==> src/core/tim8_pkg.sv <==
// constants and types shared by the 8-bit timer compare block
package tim8_pkg;
    typedef logic [7:0] cnt_t;
    typedef logic [15:0] cap_t;
    typedef logic [1:0] csel_t;
    typedef logic [12:0] div_t;
    // counter value after reset, write, trigger or period end
    localparam cnt_t CNT_RST = 8'hfc;
    // capture value one loaded by a single-pulse trigger
    localparam cap_t CAP1_OPM = 16'hfffd;
    // compare value after reset
    localparam cnt_t OCR_RST = 8'h00;
    // clock select codes
    localparam csel_t CS_DIV4 = 2'h0;
    localparam csel_t CS_DIV2 = 2'h1;
    localparam csel_t CS_DIV8 = 2'h2;
    localparam csel_t CS_OSC = 2'h3;
    // prescaler terminal counts (divide factor minus one)
    localparam div_t DIV2_TERM = 13'h0001;
    localparam div_t DIV4_TERM = 13'h0003;
    localparam div_t DIV8_TERM = 13'h0007;
    // secondary oscillator rising edges per timer tick
    localparam int unsigned OSC_DIV_DEF = 8000;
endpackage

==> src/core/tick_if.sv <==
// prescaler control and tick between the timer core and its prescaler
`timescale 1ns/100ps
`default_nettype none
interface tick_if;
    import tim8_pkg::*;
    csel_t sel;
    logic osc2;
    logic halt;
    logic tick;
    modport src (input sel, input osc2, input halt, output tick);
    modport dst (output sel, output osc2, output halt, input tick);
endinterface // tick_if
`default_nettype wire

==> src/core/timer8_compare_pulse_pwm.sv <==
// 8-bit timer output compare, single-pulse and pwm core
//
// How it works
// - match sets flag, drives level if enabled
// - compare pin latch low during reset
// - compare flag interrupts when enabled and unmasked
// - flag clears after status read then access
// - pin disabled: no drive, flag still sets
// - force copies level, no flag or irq
// - force ignored in single-pulse and pwm
// - trigger loads fch, level two, fffdh capture
// - single-pulse match one ends pulse level one
// - single-pulse: no flag one, pin two silent
// - both mode bits set means pwm only
// - single-pulse: input one no capture, two captures
// - pwm compare values double-buffered per period
// - pwm match two reloads counter fch
// - pwm pin takes level one then two
// - pwm never sets compare flags
// - pwm match two sets capture flag one
// - pwm: input one disconnected, two captures
// - halt freezes counter, wait has no effect
// - halt edge arms capture until interrupt wake
// - clock select picks divide four/two/eight/osc
// - counter loads fch on reset or write
`timescale 1ns/100ps
`default_nettype none
module timer8_compare_pulse_pwm #(
    parameter int unsigned OSC_DIV = tim8_pkg::OSC_DIV_DEF
) (
    // clock and reset
    input wire logic mclk,
    input wire logic arst_n,
    // configuration bits
    input wire logic [1:0] compare_pin_enable,
    input wire logic [1:0] compare_level,
    input wire logic [1:0] force_compare,
    input wire logic compare_irq_enable,
    input wire logic capture_irq_enable,
    input wire logic cpu_irq_mask,
    input wire logic single_pulse_select,
    input wire logic pwm_select,
    input wire tim8_pkg::csel_t clock_select,
    input wire logic capture_edge_select_one,
    input wire logic capture_edge_select_two,
    // software access strobes
    input wire logic status_read,
    input wire logic [1:0] compare_access,
    input wire logic [1:0] compare_write,
    input wire tim8_pkg::cnt_t compare_wdata,
    input wire logic [1:0] capture_access,
    input wire logic counter_write,
    // power modes
    input wire logic halt,
    input wire logic wake_irq,
    // pins and secondary oscillator
    input wire logic capture_input_one,
    input wire logic capture_input_two,
    input wire logic osc2_in,
    output logic [1:0] compare_output_pin,
    output logic [1:0] compare_output_oe,
    // status
    output logic [1:0] compare_flag,
    output logic capture_flag_one,
    output logic capture_flag_two,
    output tim8_pkg::cap_t capture_value_one,
    output tim8_pkg::cap_t capture_value_two,
    output tim8_pkg::cnt_t counter_value,
    output logic timer_irq
);
    import tim8_pkg::*;

    // ------------------------------------------------------------
    // prescaler
    // ------------------------------------------------------------
    tick_if tk ();
    assign tk.sel = clock_select;
    assign tk.osc2 = osc2_in;
    assign tk.halt = halt;

    tim8_prescaler #(.OSC_DIV(OSC_DIV)) u_presc (
        .mclk(mclk),
        .arst_n(arst_n),
        .tk(tk)
    );

    // ------------------------------------------------------------
    // state
    // ------------------------------------------------------------
    cnt_t cnt_reg;
    cnt_t cnt_next;
    cnt_t ocr_reg [2];
    cnt_t act_reg [2];
    logic [1:0] cflag_reg;
    logic [1:0] carm_reg;
    logic [1:0] iflag_reg;
    logic [1:0] iarm_reg;
    logic [1:0] harm_reg;
    cap_t icr_reg [2];
    logic [1:0] pin_reg;
    logic [1:0] pin_next;
    logic [1:0] oe_reg;
    logic cap1_prev_reg;
    logic cap2_prev_reg;
    logic irq_reg;

    // ------------------------------------------------------------
    // mode and event decode
    // ------------------------------------------------------------
    // pwm wins over single-pulse
    wire pwm_on = pwm_select;
    wire opm_on = single_pulse_select & ~pwm_select;
    wire norm_on = ~pwm_on & ~opm_on;
    wire div2 = (clock_select == CS_DIV2);
    wire tick = tk.tick & ~halt;
    wire cnt_t cnt_inc = cnt_reg + 8'h01;
    wire [1:0] match;
    wire [1:0] cset;
    wire [1:0] iset;
    wire [1:0] iload;
    wire cap_t ival [2];
    wire c1_edge = capture_edge_select_one ?
                   (capture_input_one & ~cap1_prev_reg) :
                   (~capture_input_one & cap1_prev_reg);
    wire c2_edge = capture_edge_select_two ?
                   (capture_input_two & ~cap2_prev_reg) :
                   (~capture_input_two & cap2_prev_reg);
    // single-pulse trigger replaces capture one
    wire trig1 = opm_on & c1_edge & ~halt;
    wire cap1_now = norm_on & c1_edge & ~halt;
    wire cap2_now = c2_edge & ~halt;
    wire [1:0] hedge = {c2_edge, c1_edge & norm_on};
    wire period_end = pwm_on & match[1];

    // ------------------------------------------------------------
    // per-channel compare and capture state
    // ------------------------------------------------------------
    for (genvar gi = 0; gi < 2; gi++) begin : g_ch
        // div2 hits at the value, slower clocks one count later
        wire cnt_t tgt = div2 ? act_reg[gi] : act_reg[gi] + 8'h01;
        // evaluated only on the timer tick
        assign match[gi] = tick & (cnt_inc == tgt);
        // no compare flags in pwm, none on channel one in pulse mode
        assign cset[gi] = match[gi] & ~pwm_on &
                          ~(opm_on & (gi == 0));

        // compare value and active copy
        always_ff @(posedge mclk or negedge arst_n) begin
            if (!arst_n) begin
                ocr_reg[gi] <= OCR_RST;
                act_reg[gi] <= OCR_RST;
            end else begin
                if (compare_write[gi]) begin
                    ocr_reg[gi] <= compare_wdata;
                end
                // pwm copies only at period end
                if (!pwm_on || period_end) begin
                    act_reg[gi] <= ocr_reg[gi];
                end
            end
        end

        // compare flag: set wins over the two-step clear
        always_ff @(posedge mclk or negedge arst_n) begin
            if (!arst_n) begin
                cflag_reg[gi] <= 1'b0;
                carm_reg[gi] <= 1'b0;
            end else begin
                cflag_reg[gi] <= cset[gi] |
                    (cflag_reg[gi] & ~(carm_reg[gi] & compare_access[gi]));
                carm_reg[gi] <= (status_read & cflag_reg[gi]) |
                    (carm_reg[gi] & ~compare_access[gi]);
            end
        end

        // capture flag, value and halt arming
        always_ff @(posedge mclk or negedge arst_n) begin
            if (!arst_n) begin
                iflag_reg[gi] <= 1'b0;
                iarm_reg[gi] <= 1'b0;
                harm_reg[gi] <= 1'b0;
                icr_reg[gi] <= '0;
            end else begin
                iflag_reg[gi] <= iset[gi] |
                    (iflag_reg[gi] & ~(iarm_reg[gi] & capture_access[gi]));
                iarm_reg[gi] <= (status_read & iflag_reg[gi]) |
                    (iarm_reg[gi] & ~capture_access[gi]);
                // edge seen in halt waits for the wake
                harm_reg[gi] <= (halt & hedge[gi]) |
                    (harm_reg[gi] & ~wake_irq);
                if (iload[gi]) begin
                    icr_reg[gi] <= ival[gi];
                end
            end
        end
    end

    // capture sources per channel
    assign iset[0] = iload[0] | period_end;
    assign iload[0] = cap1_now | trig1 | (harm_reg[0] & wake_irq);
    assign iset[1] = iload[1];
    assign iload[1] = cap2_now | (harm_reg[1] & wake_irq);
    assign ival[0] = trig1 ? CAP1_OPM : {8'h00, cnt_reg};
    assign ival[1] = {8'h00, cnt_reg};

    // ------------------------------------------------------------
    // counter
    // ------------------------------------------------------------
    // reload on write, pulse trigger or pwm period end
    assign cnt_next = (counter_write | trig1 | period_end) ? CNT_RST :
                      tick ? cnt_inc : cnt_reg;

    // ------------------------------------------------------------
    // output pins
    // ------------------------------------------------------------
    // pin one: pulse, pwm or plain compare with force
    assign pin_next[0] =
        opm_on ? (trig1 ? compare_level[1] :
                  match[0] ? compare_level[0] : pin_reg[0]) :
        pwm_on ? (match[1] ? compare_level[1] :
                  match[0] ? compare_level[0] : pin_reg[0]) :
        (compare_pin_enable[0] & (match[0] | force_compare[0])) ?
            compare_level[0] : pin_reg[0];
    // pin two drives only in plain compare mode
    assign pin_next[1] = (norm_on & compare_pin_enable[1] &
                          (match[1] | force_compare[1])) ?
                         compare_level[1] : pin_reg[1];

    // ------------------------------------------------------------
    // registers and outputs
    // ------------------------------------------------------------
    wire irq_next = ~cpu_irq_mask &
                    ((compare_irq_enable & |cflag_reg) |
                     (capture_irq_enable & |iflag_reg));

    // counter, pins, edges and interrupt
    always_ff @(posedge mclk or negedge arst_n) begin
        if (!arst_n) begin
            cnt_reg <= CNT_RST;
            pin_reg <= 2'h0;
            oe_reg <= 2'h0;
            cap1_prev_reg <= 1'b0;
            cap2_prev_reg <= 1'b0;
            irq_reg <= 1'b0;
        end else begin
            cnt_reg <= cnt_next;
            pin_reg <= pin_next;
            oe_reg <= compare_pin_enable;
            cap1_prev_reg <= capture_input_one;
            cap2_prev_reg <= capture_input_two;
            irq_reg <= irq_next;
        end
    end

    assign compare_output_pin = pin_reg;
    assign compare_output_oe = oe_reg;
    assign compare_flag = cflag_reg;
    assign capture_flag_one = iflag_reg[0];
    assign capture_flag_two = iflag_reg[1];
    assign capture_value_one = icr_reg[0];
    assign capture_value_two = icr_reg[1];
    assign counter_value = cnt_reg;
    assign timer_irq = irq_reg;
endmodule // timer8_compare_pulse_pwm
`default_nettype wire

==> src/core/tim8_prescaler.sv <==
// timer clock prescaler: one-cycle tick per timer count
`timescale 1ns/100ps
`default_nettype none
module tim8_prescaler #(
    parameter int unsigned OSC_DIV = tim8_pkg::OSC_DIV_DEF
) (
    // clock and reset
    input wire logic mclk,
    input wire logic arst_n,
    // control in, tick out
    tick_if.src tk
);
    import tim8_pkg::*;

    // ------------------------------------------------------------
    // divider
    // ------------------------------------------------------------
    div_t div_reg;
    div_t div_next;
    logic osc_prev_reg;
    logic tick_reg;
    wire osc_rise = tk.osc2 & ~osc_prev_reg;
    // select terminal count from clock select
    wire div_t term = (tk.sel == CS_DIV2) ? DIV2_TERM :
                      (tk.sel == CS_DIV4) ? DIV4_TERM :
                      (tk.sel == CS_DIV8) ? DIV8_TERM :
                      div_t'(OSC_DIV - 1);
    // halt freezes the count
    wire step = ~tk.halt & ((tk.sel == CS_OSC) ? osc_rise : 1'b1);
    wire wrap = step & (div_reg >= term);
    assign div_next = wrap ? '0 : step ? div_reg + 13'h0001 : div_reg;
    assign tk.tick = tick_reg;

    // divider registers
    always_ff @(posedge mclk or negedge arst_n) begin
        if (!arst_n) begin
            div_reg <= '0;
            osc_prev_reg <= 1'b0;
            tick_reg <= 1'b0;
        end else begin
            div_reg <= div_next;
            osc_prev_reg <= tk.osc2;
            tick_reg <= wrap;
        end
    end
endmodule // tim8_prescaler
`default_nettype wire

==> config.mk <==
export PLATFORM = sky130hd
export DESIGN_NAME = timer8_compare_pulse_pwm
export DESIGN_NICKNAME = d
export VERILOG_FILES = /design/src/core/tim8_pkg.sv /design/src/core/tick_if.sv /design/src/core/timer8_compare_pulse_pwm.sv /design/src/core/tim8_prescaler.sv
export SDC_FILE = /design/constraint.sdc
export NUM_CORES = 1
export LEC_CHECK = 0
export ABC_AREA = 0
export BUFFER_PORTS_ARGS = -buffer_cell sky130_fd_sc_hd__clkbuf_2
export CAP_MARGIN = 20
export CORE_UTILIZATION = 51
export CTS_CLUSTER_SIZE = 10
export DETAILED_ROUTE_END_ITERATION = 7
export GPL_TIMING_DRIVEN = 0
export MAX_ROUTING_LAYER = met4
export PLACE_DENSITY = 0.78
export SYNTH_ARGS = -nofsm -noshare
export SYNTH_HDL_FRONTEND = slang
export SYNTH_SLANG_ARGS = --single-unit
==> constraint.sdc <==
create_clock -name mclk -period 3.27 [get_ports mclk]
set_clock_uncertainty 0.05 [all_clocks]
set_input_delay 0 -clock mclk [delete_from_list [all_inputs] [get_ports mclk]]
set_output_delay 0 -clock mclk [all_outputs]
set_load 0.1 [all_outputs]
Word level (Yosys, flattened, before mapping)

Index checks and enable logic that the tools add are counted.

Logic and storage cells: 149
Bits of input ports: 38
Flip-flop bits (word level): 96
Output and inout port bits: 49

Order comparisons: 1
Equality and inequality tests: 5
Bitwise gates (word level): 86
Reduce and logical (&&, ||, !) cells: 8
Add/sub/neg operators: 4
Mux-type cells: 19

Operators with widths:

| operator                                                         | count |
|---|---|
| 13-bit two-way mux                                               | 5 |
| 1-bit bitwise AND                                                | 49 |
| 8-bit two-way mux                                                | 4 |
| 8-bit by 1-bit adder with 8-bit output (second input constant)   | 3 |
| 1-bit bitwise OR                                                 | 19 |
| 1-bit inverter                                                   | 18 |
| 8-bit == test                                                    | 2 |
| 16-bit two-way mux                                               | 1 |
| 13-bit by 1-bit adder with 13-bit output (second input constant) | 1 |
| 13-bit greater-or-equal comparator                               | 1 |
| 1-bit two-way mux                                                | 9 |
| 2-bit == test (second input constant)                            | 2 |
| 2-bit nonzero test                                               | 2 |
| 2-bit OR reduction                                               | 2 |
| 3-bit nonzero test                                               | 1 |
| 2-bit by 1-bit == test with 1-bit output (second input constant) | 1 |
| 2-bit zero test                                                  | 1 |
| 1-bit zero test                                                  | 1 |
| 1-bit logical OR                                                 | 1 |

Longest topological paths before layout

Word-level depth: 10
Mapped depth: 13

Cells and area by module

Synthesis repeated with hierarchy kept, for this count alone.

Cell total of the unflattened synthesis: 479
Area, all modules: 5137.4 um^2

By module, submodules not included:

| module                   | times used | area each (um^2) | sequential area each (um^2) | cells each |
|---|---|---|---|---|
| timer8_compare_pulse_pwm | 1          | 4038.9           | 1859.3                      | 369 |
| tim8_prescaler           | 1          | 1098.6           | 375.4                       | 110 |

Worst setup path before layout

No wires, ideal clock.

Kind: register to register
From: register cnt_reg[4] (netlist: counter_value[4])
To: register act_reg[0] in the netlist's numbering
Data arrival time: 3.008 ns
Path buffers: 2
Clock period less this slack: 3.182 ns
Cell stages (with the launch flop): 10
Path slack: 0.088 ns
Data required time: 3.095 ns
Path through: dfstp_2 clkbuf_1 xor3_1 or4b_1 a21boi_0 o2111a_2 inv_1 nand2_1 buf_2 mux2_2

Word-level cells in the longest chain between the ends: 5

Ends and longest elaborated chain:

| what                                   | RTL line                        | source |
|---|---|---|
| start, declared                        | timer8_compare_pulse_pwm.sv:90  | `cnt_t cnt_reg;` |
| start signal, assigned                 | timer8_compare_pulse_pwm.sv:246 | `cnt_reg <= cnt_next;` |
| 8-bit by 1-bit adder with 8-bit output | timer8_compare_pulse_pwm.sv:116 | `wire cnt_t cnt_inc = cnt_reg + 8'h01;` |
| 8-bit == test                          | timer8_compare_pulse_pwm.sv:142 | `assign match[gi] = tick & (cnt_inc == tgt);` |
| 1-bit bitwise AND                      | timer8_compare_pulse_pwm.sv:142 |  |
| 1-bit bitwise AND                      | timer8_compare_pulse_pwm.sv:133 | `wire period_end = pwm_on & match[1];` |
| 1-bit logical OR                       | timer8_compare_pulse_pwm.sv:157 | `if (!pwm_on \|\| period_end) begin` |
| end signal, assigned by index          | timer8_compare_pulse_pwm.sv:158 | `act_reg[gi] <= ocr_reg[gi];` |
| end, declared                          | timer8_compare_pulse_pwm.sv:93  | `cnt_t act_reg [2];` |

Every way passes these cells.
A chain may end at the register's enable or synchronous reset.

Worst setup path in the final report

From: register cnt_reg[2] (netlist: counter_value[2])
To: register pin_reg[0] (netlist: compare_output_pin[0])

Word-level cells in the longest chain between the ends: 7

Ends and longest elaborated chain:

| what                                     | RTL line                        | source |
|---|---|---|
| 8-bit by 1-bit adder with 8-bit output * | timer8_compare_pulse_pwm.sv:116 |  |
| 8-bit == test                            | timer8_compare_pulse_pwm.sv:142 |  |
| 1-bit bitwise AND                        | timer8_compare_pulse_pwm.sv:142 |  |
| 1-bit two-way mux                        | -                               |  |
| 1-bit two-way mux (2 in series)          | timer8_compare_pulse_pwm.sv:220 | `pwm_on ? (match[1] ? compare_level[1] :` |
| 1-bit two-way mux                        | timer8_compare_pulse_pwm.sv:218 | `opm_on ? (trig1 ? compare_level[1] :` |
| end signal, assigned                     | timer8_compare_pulse_pwm.sv:247 | `pin_reg <= pin_next;` |
| end, declared                            | timer8_compare_pulse_pwm.sv:100 | `logic [1:0] pin_reg;` |

Every way passes the cells marked *; elsewhere a longest branch is shown, timed or not.

==> results.cfg <==
[floorplanning]
io_pins = 87
start_util_pct = 53.6
die_y_microns = 98.7
row_count = 34
die_area_sq_um = 9740
coreArea_sq_um = 8890
die_x_microns = 98.7

[cells_and_area]
fill_cells = 688
area_growth_pct = 23.4
fin_cells = 677
layout-drive-gt1-share_pct = 32.2
layout.nets = 616
n_antenna_cell = 0

[global_routing]
grt_max_degree = 51
grt-ovfl-total = 0
antenna_found_initial = 0
grt_util_all_layers_pct = 23.0
grt_pass1_vias = 3647
grt_pass1_wl_microns = 17200

[clocking]
cts-htree-levels = 3
cts_made_buffers = 9
cts-root-buf = clkbuf_8
cts_tree = done
clock_sinks = 89
clockBufferDepth = 2
insertion_delay_ns = 0.36
path_clk_slew_ns = 0.10

[synthesis]
yosysMostFrequentCell = dfrtp_1
synthTopCellsByArea = dfrtp_1 44%, mux2_2 9.7%, nand2_1 3.9%
synth_edf_count = 0
synth-seq-cells = 89
seq_area_frac_synth_pct = 46.9
ys.flop_type = dfrtp_1
syn_area_per_cell_sq_um = 10.9
yosysWarnings = 0
ys_types = 60
syn_area_sq_um = 4770
syn_inst = 437
synth_common_cells = 83 x dfrtp_1, 49 x nand2_1, 41 x mux2_2
yosys.area.top_type = dfrtp_1
synth_top_area_share_pct = 43.5
synthArstFlopShare_pct = 100

[setup_path]
startpoint_type = register
required_ns = 3.48
path_max_fanout = 7
critPathArrivalTime_ns = 3.36
max_stage_delay_ns = 0.54
crit_chain = buf_2 -> nand3_2 -> o21a_1 -> or4_1 -> a2111oi_2 -> nand4_2 -> a21boi_1 -> nor3_1 -> o32a_1
slowest_stage = dfstp_2
end_kind = register
worstSetupPathType = reg -> reg

[pwr]
irDropWorstVdd_v = 0.000283
power_leakage_nw = 2.80
power_density_nw_per_um2 = 536

[sta]
slew_headroom_pct = 32.3
setup_viol_count_final = 0
worst_pin_slew_ns = 1.02
max_freq_ghz = 0.317
period_needed_ns = 3.16
rsz0062_at_grt = no
drv_slew = 0
timing.final.ws_setup_ns = 0.111
finalCritPeriodShare_pct = 96.6
hold_slack_ns = 0.0759
hold_viol_final = 0

[placed_design]
dp_hpwl_microns = 7110
portBuffers = 76
pre_cts_ws_ns = -0.390
dp.cells = 629
routabilityCongestion = 0.855

[drt]
drc = 0
dr.pass1.iters = 4
routedWlPerCell_microns = 14.7
totalWireLength_microns = 9970
num_vias = 3618
ant_nets = 0
avgViaCountPerCell = 5.34
drt_iter0_drc = 135

[job]
maxCapViolCount = 0

[run_status]
outcome = finished clean

[hold_path]
hp-class = in -> reg
==> metrics by stage <==
step	utilization [%]	power, mW	setup TNS, ns	instance area [sq um]
after floorplan	-	2.15	0	4800
after global placement	59.7	2.32	-3.55	5310
after detailed placement	60.1	2.36	-4.29	5340
after CTS	65.9	3.17	0	5860
after global routing	66.2	3.32	0	5890
final	66.2	3.15	0	5890
==> final cells by class <==
cell class / instances / area [sq um] / area share, %
tap: 108 / 135 / 2.30
clock buffer: 9 / 124 / 2.10
sequential: 89 / 2240 / 38.0
buffer: 36 / 249 / 4.23
clock inverter: 7 / 76.3 / 1.30
timing repair buffer: 110 / 738 / 12.5
multi-input combinational: 305 / 2270 / 38.6
inverter: 13 / 53.8 / 0.914
==> worst max-delay path: cells and delay by family, from the launching register on <==
| kind | cells | cell delay [ns] |
|---|---|---|
| compound gates | 4 | 1.25 |
| buf+inv | 1 | 0.19 |
| flops | 1 | 0.54 |
| simple gates | 4 | 1.00 |
==> kinds of logic (layout without fill, tap and decap cells) <==
family,count (synthesis),after routing,synth area share (%)
other cells,1,8,0.0786
compound gates,57,57,8.24
xor+xnor,39,39,8.95
fa+ha+maj,14,14,3.67
flops,89,89,46.9
buf+inv,50,175,6.27
simple gates,137,137,14.4
mux,50,50,11.6
==> layout by cell type (no fill, tap or decap), types with 3 or more instances in the layout <==
cell	instances
a21o_1	4
a21oi_1	8
a22o_1	3
a31oi_1	3
and3_1	5
buf_2	3
buf_4	24
buf_6	3
clkbuf_1	5
clkbuf_2	76
clkbuf_8	9
conb_1	8
dfrtp_1	82
dfstp_2	6
dlygate4sd3_1	32
ha_1	14
inv_1	12
inv_6	3
mux2_2	41
mux2i_1	9
nand2_1	48
nand2b_1	4
nand3_1	13
nand4_1	8
nor2_1	21
nor2b_1	7
nor3_1	8
nor4_1	3
o21ai_0	18
xnor2_1	21
xnor3_1	4
xor2_1	12
==> power breakdown <==
part	switching (mW)	internal (mW)	total [mW]	leakage, nW
sequential	0.133	1.22	1.36	1.05
combinational	0.679	0.348	1.03	1.66
clock	0.413	0.358	0.772	0.0962
==> path summary, 6_finish.rpt <==
check                                        startpoint                     to  slack [ns]  depth (start not counted)
worst max-delay path                   counter_value[2]  compare_output_pin[0]        0.11                          9
worst min-delay path            capture_edge_select_one            harm_reg[0]        0.08                          5
worst max register to register         counter_value[2]  compare_output_pin[0]        0.11                          9
worst min register to register               ocr_reg[9]             act_reg[9]        0.46                          1
max in group asynchronous                        arst_n            ocr_reg[14]        2.40                          3
min in group asynchronous                        arst_n            iarm_reg[0]        0.13                          2
==> metal layers <==
metal / GRT usage, % / up-vias / wire, microns
met3: 4.33 / 20 / 362
met1: 28.0 / 1735 / 4560
met4: 8.27 / 0 / 197
li1: - / 1760 / -
met5: - / - / 0
met2: 38.4 / 103 / 4850
==> timing repair <==
item | CTS | global route
gates cloned | 0 | 0
endpoints found under the hold margin | 73 | 1
resized for setup | 2 | 6
endpoints found under the setup margin | 17 | 13
hold buffers | 31 | 1
pin swaps | 1 | 2
setup buffers | 1 | 0
No activity file was read; power rests on OpenSTA's default activity.
